**config.mk**
```make
export PLATFORM = sky130hd
export DESIGN_NAME = seew_core
export DESIGN_NICKNAME = d
export VERILOG_FILES = /design/src/core/seew_core.v
export VERILOG_INCLUDE_DIRS = /design/src /design/src/core
export SDC_FILE = /design/constraint.sdc
export NUM_CORES = 1
export LEC_CHECK = 0
export BUFFER_PORTS_ARGS = -buffer_cell sky130_fd_sc_hd__buf_2
export CORE_ASPECT_RATIO = 1.75
export CORE_MARGIN = 8
export CORE_UTILIZATION = 60
export DETAILED_ROUTE_END_ITERATION = 8
export PLACE_DENSITY = 0.88
export SLEW_MARGIN = 10
export SYNTH_ARGS = -nofsm -noshare
export SYNTH_HDL_FRONTEND = slang
export SYNTH_SLANG_ARGS = --single-unit
```
**constraint.sdc**
```tcl
create_clock -name clock -period 12.3 [get_ports clock]
set_clock_uncertainty 0.05 [all_clocks]
set_input_delay 1.845 -clock clock [delete_from_list [all_inputs] [get_ports clock]]
set_output_delay 1.845 -clock clock [all_outputs]
set_load 0.02 [all_outputs]
```
**src/core/seew_defines.vh**
```
// constants for the serial eeprom address decode and write engine
`ifndef SEEW_DEFINES_VH
`define SEEW_DEFINES_VH
`define SEEW_TYPE_MAIN      4'hA
`define SEEW_TYPE_IDSP      4'hB
`define SEEW_FN_IDPAGE      3'h0
`define SEEW_FN_UID         3'h1
`define SEEW_FN_LOCK        3'h2
`define SEEW_PAGE_BYTES     64
`define SEEW_PGM_TIME_US    3000
`define SEEW_CLK_MHZ        200
`define SEEW_PGM_CYCLES     (`SEEW_PGM_TIME_US * `SEEW_CLK_MHZ)
`define SEEW_LOCK_BIT       1
`endif

```
**src/core/seew_core.v**
```verilog
// serial eeprom slave: address decode, byte/page write and program cycle
`timescale 1ns/1ps
`default_nettype none
`include "seew_defines.vh"
module seew_core #(
  parameter PGM_CYCLES = `SEEW_PGM_CYCLES
) (
  // clock and reset
  input  wire        clock,
  input  wire        rst,
  // two-wire bus
  input  wire        sclIn,
  input  wire        sdaIn,
  output reg         sdaOut,
  output reg         sdaOe,
  // straps and protect
  input  wire        chip_select_bit_hi,
  input  wire        chip_select_bit_mid,
  input  wire        chip_select_bit_lo,
  input  wire        writeProtect,
  // status
  output reg         busy_q,
  output reg         idLocked_q
);
  // protocol states, one per byte position in a write frame, plus idle and skip
  // idle: waiting for a start, bus otherwise ignored
  // dev: shifting the address byte (type, selects, direction)
  // adrh/adrl: the two word address bytes, upper one first
  // data: write data bytes, acked or refused per byte
  // skip: nacked or read frame, holds through the ack clock, then drops to idle
  // reads are not served here; a read address is acked and dropped
  localparam ST_IDLE = 3'h0;
  localparam ST_DEV  = 3'h1;
  localparam ST_ADRH = 3'h2;
  localparam ST_ADRL = 3'h3;
  localparam ST_DATA = 3'h4;
  localparam ST_SKIP = 3'h5;

  // pin synchronisers and edge history
  // every pin is foreign to the system clock, so two flops each;
  // scl and sda share the same depth so their relative order holds,
  // which the start and stop detectors rely on
  // straps and protect are slow levels but still synchronised
  reg [1:0] sclSync_q;
  reg [1:0] sdaSync_q;
  reg       sclPrev_q;
  reg       sdaPrev_q;
  reg [1:0] strapSync0_q;
  reg [1:0] strapSync1_q;
  reg [1:0] strapSync2_q;
  reg [1:0] wpSync_q;

  always @(posedge clock or posedge rst)
  begin
    if (rst)
    begin
      sclSync_q <= 2'h3;
      sdaSync_q <= 2'h3;
      sclPrev_q <= 1'b1;
      sdaPrev_q <= 1'b1;
      strapSync0_q <= 2'h0;
      strapSync1_q <= 2'h0;
      strapSync2_q <= 2'h0;
      wpSync_q <= 2'h0;
    end
    else
    begin
      sclSync_q <= {sclSync_q[0], sclIn};
      sdaSync_q <= {sdaSync_q[0], sdaIn};
      sclPrev_q <= sclSync_q[1];
      sdaPrev_q <= sdaSync_q[1];
      strapSync0_q <= {strapSync0_q[0], chip_select_bit_lo};
      strapSync1_q <= {strapSync1_q[0], chip_select_bit_mid};
      strapSync2_q <= {strapSync2_q[0], chip_select_bit_hi};
      wpSync_q <= {wpSync_q[0], writeProtect};
    end
  end

  // edge and condition detectors on the synchronised lines
  // a start or stop needs scl high in two samples in a row, so a
  // data change at the same moment as the scl fall is never taken
  // for a condition
  // limitation: the bus clock must stay at least a few system
  // clocks in each phase, or edges merge in the synchroniser
  wire scl = sclSync_q[1];
  wire sda = sdaSync_q[1];
  wire sclRise = scl & ~sclPrev_q;
  wire sclFall = ~scl & sclPrev_q;
  wire startCond = scl & sclPrev_q & sdaPrev_q & ~sda;
  wire stopCond = scl & sclPrev_q & ~sdaPrev_q & sda;
  wire protect = wpSync_q[1];
  wire [2:0] straps = {strapSync2_q[1], strapSync1_q[1], strapSync0_q[1]};

  // page buffer, committed to the array only on a valid stop
  // holding a whole page costs 64 bytes of flops but lets an aborted
  // frame leave the array untouched
  // valid bits record which page offsets the frame actually wrote,
  // so a partial page programs only those locations
  reg [7:0]  mainMem [0:32767];
  reg [7:0]  idPage [0:63];
  reg [7:0]  pageBuf [0:63];
  reg [63:0] bufValid_q;

  // frame state; a start condition clears the state, counters, valid bits, commit window
  // and lock request; the word address and decoded flags a new frame reloads anyway
  // commitOk_q marks the one window in which a stop programs:
  // from the ack clock of an accepted data byte through the high
  // phase of the clock that follows it
  reg [2:0]  state_q;
  reg [3:0]  bitCnt_q;
  reg [7:0]  shift_q;
  reg        ackPhase_q;
  reg        ackDrive_q;
  reg        isIdSpace_q;
  reg        isRead_q;
  reg [15:0] wordAddr_q;
  reg [6:0]  byteCnt_q;
  reg        commitOk_q;
  reg        dataNacked_q;
  reg        lockReq_q;
  reg        pgmIdPage_q;
  reg        pgmLock_q;
  reg [31:0] pgmCnt_q;
  reg [8:0]  pageRow_q;
  integer    i;

  // address byte decode: type, selects, direction
  // both type codes answer on the same selects; direction is
  // decided separately by the caller
  function devMatch;
    input [7:0] b;
    input [2:0] s;
    begin
      devMatch = ((b[7:4] == `SEEW_TYPE_MAIN) || (b[7:4] == `SEEW_TYPE_IDSP))
                 && (b[3:1] == s);
    end
  endfunction

  // byte assembly and write permission
  // rxByte includes the bit being sampled right now, so the byte is
  // complete at the eighth rise without waiting a cycle
  // protect refuses every data byte, lock bytes too; a locked id
  // page and the unique id function refuse data as well
  wire [7:0] rxByte = {shift_q[6:0], sda};
  wire       byteDone = sclRise & (bitCnt_q == 4'h7) & ~ackPhase_q;
  wire [2:0] idFn = wordAddr_q[11:9];
  wire       idPageWr = isIdSpace_q & (idFn == `SEEW_FN_IDPAGE);
  wire       lockWr = isIdSpace_q & (idFn == `SEEW_FN_LOCK);
  wire       dataBlocked = protect | (isIdSpace_q & idLocked_q)
                           | (isIdSpace_q & ~idPageWr & ~lockWr);

  // protocol engine
  // priority: busy first, so nothing on the bus is even seen while
  // programming; then start, then stop, then bit traffic
  // the ack is raised on the fall that ends bit eight and dropped
  // on the fall that ends the ninth clock, so sda is stable across
  // the whole high phase of the ack clock
  // a start at any point abandons the frame and its buffered data
  always @(posedge clock or posedge rst)
  begin
    if (rst)
    begin
      state_q <= ST_IDLE;
      bitCnt_q <= 4'h0;
      shift_q <= 8'h00;
      ackPhase_q <= 1'b0;
      ackDrive_q <= 1'b0;
      sdaOut <= 1'b1;
      sdaOe <= 1'b0;
      isIdSpace_q <= 1'b0;
      isRead_q <= 1'b0;
      wordAddr_q <= 16'h0000;
      byteCnt_q <= 7'h00;
      commitOk_q <= 1'b0;
      dataNacked_q <= 1'b0;
      lockReq_q <= 1'b0;
      busy_q <= 1'b0;
      idLocked_q <= 1'b0;
      pgmIdPage_q <= 1'b0;
      pgmLock_q <= 1'b0;
      pgmCnt_q <= 32'h0;
      pageRow_q <= 9'h000;
      bufValid_q <= 64'h0;
    end
    else if (busy_q)
    begin
      // bus is ignored; the timer runs from the commit stop
      // polling during this time therefore sees no ack at all
      sdaOe <= 1'b0;
      if (pgmCnt_q == PGM_CYCLES - 1)
      begin
        busy_q <= 1'b0;
        pgmCnt_q <= 32'h0;
        if (pgmLock_q)
          idLocked_q <= 1'b1;
        bufValid_q <= 64'h0;
      end
      else
        pgmCnt_q <= pgmCnt_q + 32'h1;
    end
    else if (startCond)
    begin
      // restart discards anything pending
      state_q <= ST_DEV;
      bitCnt_q <= 4'h0;
      ackPhase_q <= 1'b0;
      sdaOe <= 1'b0;
      bufValid_q <= 64'h0;
      commitOk_q <= 1'b0;
      lockReq_q <= 1'b0;
      byteCnt_q <= 7'h00;
    end
    else if (stopCond)
    begin
      // commit only inside the window after an accepted data byte;
      // a frame with nothing buffered and no lock request is a
      // plain address set and programs nothing
      state_q <= ST_IDLE;
      sdaOe <= 1'b0;
      if (commitOk_q && (bufValid_q != 64'h0 || lockReq_q))
      begin
        busy_q <= 1'b1;
        pgmIdPage_q <= isIdSpace_q & ~lockReq_q;
        pgmLock_q <= lockReq_q;
        pageRow_q <= wordAddr_q[14:6];
      end
      else
        bufValid_q <= 64'h0;
      commitOk_q <= 1'b0;
    end
    else if (state_q != ST_IDLE)
    begin
      if (sclFall)
      begin
        // drive only after the falling edge
        sdaOe <= ackPhase_q & ackDrive_q;
        sdaOut <= 1'b0;
        if (!ackPhase_q && state_q == ST_SKIP)
          state_q <= ST_IDLE;
      end
      if (sclRise)
      begin
        // the stop arrives in the high phase of the clock after the
        // ack, so the window survives that one rise and closes at
        // the next; any later stop aborts the write
        if (bitCnt_q != 4'h0)
          commitOk_q <= 1'b0;
        if (ackPhase_q)
        begin
          ackPhase_q <= 1'b0;
          bitCnt_q <= 4'h0;
          if (state_q == ST_DATA && !dataNacked_q)
            commitOk_q <= 1'b1;
        end
        else
        begin
          shift_q <= rxByte;
          bitCnt_q <= bitCnt_q + 4'h1;
        end
      end
      if (byteDone)
      begin
        ackPhase_q <= 1'b1;
        ackDrive_q <= 1'b1;
        case (state_q)
          ST_DEV:
          begin
            isIdSpace_q <= (rxByte[7:4] == `SEEW_TYPE_IDSP);
            isRead_q <= rxByte[0];
            if (devMatch(rxByte, straps))
              state_q <= rxByte[0] ? ST_SKIP : ST_ADRH;
            else
            begin
              ackDrive_q <= 1'b0;
              state_q <= ST_SKIP;
            end
          end
          ST_ADRH:
          begin
            wordAddr_q[15:8] <= rxByte;
            state_q <= ST_ADRL;
          end
          ST_ADRL:
          begin
            wordAddr_q[7:0] <= rxByte;
            state_q <= ST_DATA;
          end
          ST_DATA:
          begin
            // refused bytes also drop what was buffered earlier, so a
            // protected frame can never commit a partial page
            // the offset wraps inside the page; the row never moves
            dataNacked_q <= dataBlocked;
            if (dataBlocked || (lockWr && !rxByte[`SEEW_LOCK_BIT]))
            begin
              ackDrive_q <= 1'b0;
              bufValid_q <= 64'h0;
              lockReq_q <= 1'b0;
            end
            else if (lockWr)
              lockReq_q <= 1'b1;
            else
            begin
              pageBuf[wordAddr_q[5:0]] <= rxByte;
              bufValid_q[wordAddr_q[5:0]] <= 1'b1;
            end
            wordAddr_q[5:0] <= wordAddr_q[5:0] + 6'h01;
            if (byteCnt_q != `SEEW_PAGE_BYTES)
              byteCnt_q <= byteCnt_q + 7'h01;
          end
          default:
          begin
            ackDrive_q <= 1'b0;
          end
        endcase
      end
    end
  end

  // array update at commit; wp not checked again since it gates every byte
  // done in the first busy cycle, long before the timer ends, so the
  // data is in place whenever the device answers again
  // no reset on the arrays: their contents survive a reset pulse
  always @(posedge clock)
  begin
    if (busy_q && pgmCnt_q == 32'h0 && !pgmLock_q)
    begin
      for (i = 0; i < `SEEW_PAGE_BYTES; i = i + 1)
      begin
        if (bufValid_q[i])
        begin
          if (pgmIdPage_q)
            idPage[i] <= pageBuf[i];
          else
            mainMem[{pageRow_q, i[5:0]}] <= pageBuf[i];
        end
      end
    end
  end
endmodule // seew_core
`default_nettype wire

```
* Yosys cells after proc, flatten, opt, wreduce, memory -nomap -nowiden
Index checks and enable logic that the tools add are counted.
** Storage, ports and cells
- Word-level logic and storage cells :: 180
- Flip-flop bits (word level) :: 145
- Input bits :: 8
- Output and inout bits :: 4
** Cells by class
- Eq/ne operators :: 15
- Add/sub/neg operators :: 3
- Bitwise logic cells :: 28
- $lt $le $gt $ge :: 2
- Reduce and logical (&&, ||, !) cells :: 46
- Mux-type cells :: 60
** Operators by type and width (number)
- $mux 64 :: 10
- $or 64x64->64 :: 1
- $reduce_bool 64->1 :: 1
- $reduce_and 6->1 :: 7
- $add 32x1->32 const B :: 1
- $eq 32x20->1 const B :: 1
- $mux 1 :: 32
- $mux 32 :: 1
- $mux 3 :: 8
- $mux 4 :: 5
- $reduce_bool 4->1 :: 5
- $and 1x1->1 :: 15
- $reduce_bool 3->1 :: 5
- $pmux 6 s2 :: 1
- $reduce_and 4->1 :: 3
- $not 1->1 :: 10
- $reduce_and 5->1 :: 2
- $reduce_bool 2->1 :: 5
- $eq 3x2->1 const B :: 3
- $pmux 3 s3 :: 1
- $eq 4x4->1 const B :: 2
- $lt 6x7->1 const B :: 1
- $add 6x1->6 const B :: 1
- $demux 1 s6 :: 1
- 19 further kinds :: 32

* Depth between registers and ports, before layout
Gate-level depths: netlist of the first run.
- Depth in word-level cells :: 14
- Depth in mapped cells :: 9
- Gate-level depth less buffers :: 7

* Worst setup path before layout of the first run
Ideal clock, no wire load.
- Path type :: register to register
- Start :: reg pgmCnt_q[25]
- End :: reg bufValid_q[0]
- Period minus slack after synthesis :: 2.625 ns
- Stages on the path, launching flop included :: 8
- Arrival :: 2.454 ns
- Path buffers :: 1
- Path slack :: 9.675 ns
- Cells stage by stage :: dfrtp_1 -> or4b_1 -> or4_1 -> o31a_1 -> a211oi_2 -> nand2_2 -> buf_6 -> a22o_1
** Between the ends
- Word-level cells in the longest chain between the ends :: 3
** RTL lines
- start, declared :: line seew_core.v:123 : reg [31:0] pgmCnt_q;
- start signal, assigned :: line seew_core.v:199 : pgmCnt_q <= pgmCnt_q + 32'h1;
- $eq 32x20->1 :: line seew_core.v:190 : if (pgmCnt_q == PGM_CYCLES - 1)
- $ne 2x1->1 (no source line)
- $reduce_and 6->1 (no source line)
- end signal, assigned :: line seew_core.v:183 : bufValid_q <= 64'h0;
- end signal, assigned :: line seew_core.v:196 : bufValid_q <= 64'h0;
- end signal, assigned :: line seew_core.v:208 : bufValid_q <= 64'h0;
- end, declared :: line seew_core.v:102 : reg [63:0] bufValid_q;
No other way between the ends.
A chain may end at the register's enable or synchronous reset.

* Worst setup path in the final report of the first run
- Start :: reg pgmCnt_q[25]
- End :: reg bufValid_q[2]
Same word-level chain as after synthesis.

==> flow_metrics.env, run 1 <==
export IMPL_synth_main_ff_cell="dfrtp_1"
export IMPL_grt_max_degree=78
export IMPL_drive_above_1_share_pct=11.9
export IMPL_ys_seq_elements=144
export IMPL_dp_cells=713
export IMPL_ctsHoldBuffers=0
export IMPL_grt_pass1_vias=4981
export IMPL_crit_required_ns=12.55
export IMPL_finalHoldViolCount=0
export IMPL_io_pins=12
export IMPL_tightest_slew_ns=0.913
export IMPL_regToRegStartpoint="pgmCnt_q[25]"
export IMPL_grt_overflow_total=0
export IMPL_slowest_stage="or4_1"
export IMPL_fill_cells=726
export IMPL_setup_violations=0
export IMPL_placed_cell_area_um2=6550
export IMPL_crit_path_start_kind="register"
export IMPL_r2r_setup_slack_ns=8.79
export IMPL_maxCapViolations=0
export IMPL_die_h_um=153
export IMPL_cts_tree="built"
export IMPL_tns_ns=0
export IMPL_final_area_um2=7160
export IMPL_crit_path_start="pgmCnt_q[25]"
export IMPL_grt_usage_pct=21.9
export IMPL_maxSlewViolCount=0
export IMPL_drc=0
export IMPL_cts_clk_slew_worst_paths_ns=0.06
export IMPL_p_leak_nw=3.29
export IMPL_worstPathArrival_ns=3.77
export IMPL_path_cells="or4b_1 -> or4_1 -> o31a_1 -> a211oi_2 -> nand2_2 -> a22o_1"
export IMPL_numCtsBuffers=17
export IMPL_diodes=0
export IMPL_ys_warn_count=0
export IMPL_netlist_area_um2=6430
export IMPL_postCtsSetupBuffers=0
export IMPL_start_util_pct=60.8
export IMPL_viasPerCell=6.64
export IMPL_path_max_fanout=44
export IMPL_fmax_ghz=0.284
export IMPL_root_buffer="clkbuf_16"
export IMPL_post_drt_wl_per_cell_um=20.1
export IMPL_vdd_drop_max_mv=0.126
export IMPL_worst_setup_path_end_kind="register"
export IMPL_cts_sinks=144
export IMPL_max_stage_delay_ns=0.59
export IMPL_fp_dieW_um=94.3
export IMPL_hpwl_um=9650
export IMPL_final_setup_worst_slack_ns=8.79
export IMPL_crit_type="register to register"
export IMPL_synth_edf_count=0
export IMPL_post_place_ws_ns=8.81
export IMPL_hold_start="strapSync2_q[0]"
export IMPL_async_reset_ff_share_pct=100
export IMPL_multi_input_area_um2=2610
export IMPL_rsz0062_at_grt="no"
export IMPL_htreeDepth=4
export IMPL_synth_area_per_cell_um2=10.7
export IMPL_routed_wl_um=14900
export IMPL_slew_limit_headroom_pct=38.3
export IMPL_antenna_found_initial=0
export IMPL_clockBufferDepth=2
export IMPL_hp_class="register to register"
export IMPL_instances_no_fill=743
export IMPL_drt_iter0_drc=482
export IMPL_vias=4936
export IMPL_syn_nets=614
export IMPL_status="finished, final reports clean"
export IMPL_crit_family="simple AND/OR/NAND/NOR gates"
export IMPL_drtPass1Iterations=5
export IMPL_clock_latency_ns=0.42
export IMPL_grt_pass1_wl_um=24800
export IMPL_port_buffers=11
export IMPL_nNetsFinal=614
export IMPL_synth_cell_types=53
export IMPL_rows=50
export IMPL_regArea_um2=3610
export IMPL_ys_seq_area_share_pct=56.2
export IMPL_finalCritPeriodShare_pct=28.6
export IMPL_syn_inst=602
export IMPL_holdWs_ns=0.299
export IMPL_period_minus_slack_ns=3.51
export IMPL_dieArea_um2=14400
export IMPL_path_buf_inv=0
export IMPL_area_growth_pct=11.4
export IMPL_coreArea_um2=10600
export IMPL_ant_nets=0
export IMPL_p_per_area_nw_per_um2=147
export IMPL_ctsResizeCount=0
export IMPL_place_gp_congestion=0.854
## final cells by class
| class | count | area share [%] |
|---|---|---|
| sequential | 144 | 50.4 |
| multi-input combinational | 405 | 36.4 |
| clock buffer | 19 | 6.32 |
| clock inverter | 11 | 2.29 |
| tap | 130 | 2.27 |
| timing repair buffer | 16 | 1.29 |
| inverter | 18 | 1.01 |
## worst register-to-register path: stages (launching register included)
cell      delay, ns
dfrtp_1        0.42
or4b_1         0.51
or4_1          0.59
o31a_1         0.59
a211oi_2       0.31
nand2_2        0.51
a22o_1         0.43
## flip-flops by register name, summed over array words and instances, names as in the netlist, 2 cells and up
signal / flops
bitCnt_q: 4
bufValid_q: 64
pgmCnt_q: 32
sclSync_q: 2
sdaSync_q: 2
shift_q: 7
state_q: 3
strapSync0_q: 2
strapSync1_q: 2
strapSync2_q: 2
wordAddr_q: 9
wpSync_q: 2
## through the flow
step | total power [W] | util, %
after floorplan | 0.000511 | -
after global placement | 0.000518 | 61.9
after detailed placement | 0.000519 | 61.9
after CTS | 0.00106 | 67.8
after global routing | 0.00108 | 67.8
final | 0.00105 | 67.8
## routing by layer
| metal | GRT usage, % | up-vias | part of all wire (%) |
|---|---|---|---|
| li1 | - | 2180 | - |
| met1 | 23.9 | 2464 | 37 |
| met2 | 36.5 | 211 | 53 |
| met3 | 4.27 | 81 | 4.8 |
| met4 | 15.2 | 0 | 5.8 |
| met5 | 0 | - | 0 |
## Yosys cell counts (all sizes together) (3+ instances only)
cell	count	area, um2
a21boi	3	22.5
a21oi	36	180
a22o	15	131
a31oi	4	25.0
and2	6	37.5
and3	10	62.6
and3b	3	26.3
and4	3	26.3
buf	7	40.0
clkbuf	28	105
dfrtp	137	3430
dfstp	7	184
ha	4	50.1
inv	18	67.6
mux2	11	124
nand2	34	130
nand2b	6	37.5
nand3	23	115
nand3b	5	37.5
nand4	13	81.3
nor2	51	191
nor2b	5	31.3
nor3	11	60.1
nor3b	6	45.0
nor4	36	231
nor4b	3	26.3
o21ai	21	105
o2bb2ai	31	272
o31ai	3	22.5
or3	6	37.5
or3b	3	26.3
or4	4	30.0
xnor2	17	149
xor2	17	149
## path summary, 6_finish.rpt
path / cells past startpoint / to
min in group asynchronous: 2 / strapSync1_q[0]
worst min register to register: 0 / strapSync2_q[1]
worst max-delay path: 6 / bufValid_q[2]
worst max register to register: 6 / bufValid_q[2]
max in group asynchronous: 3 / bufValid_q[56]
worst min-delay path: 0 / strapSync2_q[1]
## power breakdown
part | leakage, nW | internal, W | switching, W
combinational | 1.03 | 0.00000731 | 0.0000187
sequential | 1.96 | 0.000479 | 0.00000559
clock | 0.300 | 0.000346 | 0.000194
## logic make-up (layout without fill, tap and decap cells)
kind of cell	Yosys count	count (layout)	share of synthesized area, %
simple gates	233	233	20.0
flops	144	144	56.2
compound gates	121	121	12.9
buf+inv	53	64	3.31
xor+xnor	34	34	4.63
mux	13	13	2.24
fa+ha+maj	4	4	0.778
## cell usage in the layout (no fill, tap or decap), types with 5 or more instances in the layout
cell type    n
a21oi_1     36
a22o_1      15
and2_1       6
and3_1      10
buf_2       11
buf_4        5
clkbuf_16   17
dfrtp_1    137
dfstp_2      7
inv_1       17
mux2_2      11
nand2_1     33
nand2b_1     6
nand3_1     23
nand3b_1     5
nand4_1     13
nor2_1      51
nor2b_1      5
nor3_1      10
nor3b_1      6
nor4_1      35
o21ai_0     20
o2bb2ai_1   31
or3_1        6
xnor2_1     17
xor2_1      17
Note: power is estimated with default switching activity, not from simulation.
==> run 2, diff against run 1 <==
CORE_UTILIZATION = 56   (was 60)
PLACE_DENSITY = 0.86   (was 0.88)
clock period = 2.89 ns   (was 12.3 ns; I/O delays follow)
==> run 2 against run 1 <==
Against the previous run:
- final cell count is 2.6% higher
- sequential share of layout area is 1.1 points lower
- setup slack worse by 8.7 ns
- worst hold slack lost 0.24 ns
- non-clock buffer count is 13 higher
- critical path depth increased by 1
- sequential cell count did not move
- via count is 0.16% higher
- design area increased by 2.3%
- combinational power increased to 4.7 times the previous value
- power rose to 4.3 times the previous value
- sequential power rose to 4.2 times the previous value
- largest cell class unchanged
==> flow_metrics.env, run 2 (same netlist as run 1, synthesis figures left out) <==
export IMPL_reg2reg_depth=7
export IMPL_crit_family="simple AND/OR/NAND/NOR gates"
export IMPL_clock_latency_ns=0.42
export IMPL_vias=4944
export IMPL_cts_tree="built"
export IMPL_rows=52
export IMPL_cts_sinks=144
export IMPL_status="finished, final reports clean"
export IMPL_r2r_setup_slack_ns=0.07
export IMPL_post_place_ws_ns=0.131
export IMPL_slowest_stage="or4_1"
export IMPL_hp_class="primary input to register"
export IMPL_fmax_ghz=0.355
export IMPL_tightest_slew_ns=0.711
export IMPL_die_h_um=158
export IMPL_p_leak_nw=3.37
export IMPL_grt_pass1_wl_um=24400
export IMPL_drive_above_1_share_pct=14.2
export IMPL_rsz0062_at_grt="yes"
export IMPL_hpwl_um=9750
export IMPL_drc=0
export IMPL_largest_register="bufValid_q"
export IMPL_reg_largest_list="bufValid_q (64), pgmCnt_q (32), wordAddr_q (9)"
export IMPL_final_core_util_pct=64.3
export IMPL_fill_cells=806
export IMPL_crit_required_ns=3.19
export IMPL_holdPathStages=1
export IMPL_grt_overflow_total=0
export IMPL_clockBufferDepth=2
export IMPL_port_buffers=11
export IMPL_area_growth_pct=13.9
export IMPL_slew_limit_headroom_pct=52.1
export IMPL_p_per_area_nw_per_um2=610
export IMPL_layout_common_cells="dfrtp_1 (137), nor2_1 (51), a21oi_1 (36), nand2_1 (33), nor4_1 (32)"
export IMPL_grt_pass1_vias=5125
export IMPL_crit_type="register to register"
export IMPL_largest_reg_flops=64
export IMPL_nNetsFinal=627
export IMPL_maxCapViolations=0
export IMPL_finalHoldViolCount=0
export IMPL_routed_wl_um=14400
export IMPL_path_buf_inv=1
export IMPL_ctsHoldBuffers=0
export IMPL_path_max_fanout=22
export IMPL_post_drt_wl_per_cell_um=18.9
export IMPL_crit_path_start_kind="register"
export IMPL_start_util_pct=56.5
export IMPL_setup_violations=0
export IMPL_hold_start="sdaIn"
export IMPL_period_minus_slack_ns=2.82
export IMPL_finalCritPeriodShare_pct=97.5
export IMPL_r2r_end="bufValid_q[18]"
export IMPL_place_gp_congestion=0.898
export IMPL_drt_iter0_drc=360
export IMPL_maxSlewViolCount=0
export IMPL_worstHoldEndpoint="sdaSync_q[0]"
export IMPL_ant_nets=0
export IMPL_viasPerCell=6.49
export IMPL_root_buffer="clkbuf_16"
export IMPL_htreeDepth=4
export IMPL_worst_setup_path_end_kind="register"
export IMPL_final_setup_worst_slack_ns=0.0715
export IMPL_mostFrequentLayoutCell="dfrtp_1"
export IMPL_max_stage_delay_ns=0.58
export IMPL_diodes=0
export IMPL_coreArea_um2=11400
export IMPL_regToRegStartpoint="pgmCnt_q[25]"
export IMPL_dieArea_um2=15300
export IMPL_grt_usage_pct=19.6
export IMPL_path_cells="or4b_1 -> or4_1 -> o31a_1 -> buf_4 -> nor4_1 -> a21oi_1 -> nor2_1"
export IMPL_numCtsBuffers=17
export IMPL_fp_dieW_um=97.0
export IMPL_antenna_found_initial=0
export IMPL_cts_clk_slew_worst_paths_ns=0.06
export IMPL_worstPathArrival_ns=3.12
export IMPL_io_pins=12
export IMPL_vdd_drop_max_mv=0.503
export IMPL_grt_max_degree=92
export IMPL_power_w=0.00447
export IMPL_drtPass1Iterations=6
[run 2: cell count changes in the layout (fill, tap and decap cells not counted), moves of 2 or more]
cell	previous run	this run
nor4_2	1	4
buf_4	5	15
buf_12	0	3
clkinvlp_4	2	4
nor4_1	35	32
[run 2: layout make-up]
class	instances	area (um2)	share of cell area, %
repair buffers	29	228	3.11
flip-flops and latches	144	3610	49.3
clock inverters	11	163	2.22
well taps	135	169	2.31
multi-input cells	405	2630	35.8
inverters	18	71.3	0.974
clock buffers	20	457	6.24
[run 2: power by group]
group	total, W	leakage [nW]	switching, W	internal (W)
Combinational	0.000123	1.11	0.0000823	0.0000402
Sequential	0.00206	1.96	0.0000230	0.00204
Clock	0.00228	0.298	0.000806	0.00148
[run 2: metrics by stage]
step	std cells	hold slack (ns)	setup TNS [ns]	instance area (um2)
global route	762	0.0491	-0.0692	7320
floorplan	602	0.281	0	6430
global placement	731	0.284	0	6690
CTS	762	0.0505	0	7310
finish	762	0.0619	0	7320
detailed placement	731	0.288	0	6690
[run 2: repair_timing]
item | CTS | global route
endpoints found under the setup margin | 0 | 3
gates resized for setup | 0 | 3
setup buffers | 0 | 0
[run 2: per-layer routing]
metal  global-route usage (%)  share of wire [%]  vias to the layer above
met2                     34.4                 53                      191
met4                     13.4                5.4                        0
met1                     19.8                 37                     2471
met5                        0                  0                        -
met3                     5.59                5.0                       69
li1                         -                  -                     2213
[run 2: how the worst max path moves through the flow]
stage,to,start,depth (start not counted)
finish,bufValid_q[18],pgmCnt_q[25],7
global route,bufValid_q[18],pgmCnt_q[25],7
CTS,bufValid_q[22],pgmCnt_q[25],7
detailed placement,bufValid_q[7],pgmCnt_q[25],7
global placement,bufValid_q[4],pgmCnt_q[25],7
floorplan,bufValid_q[9],pgmCnt_q[25],7
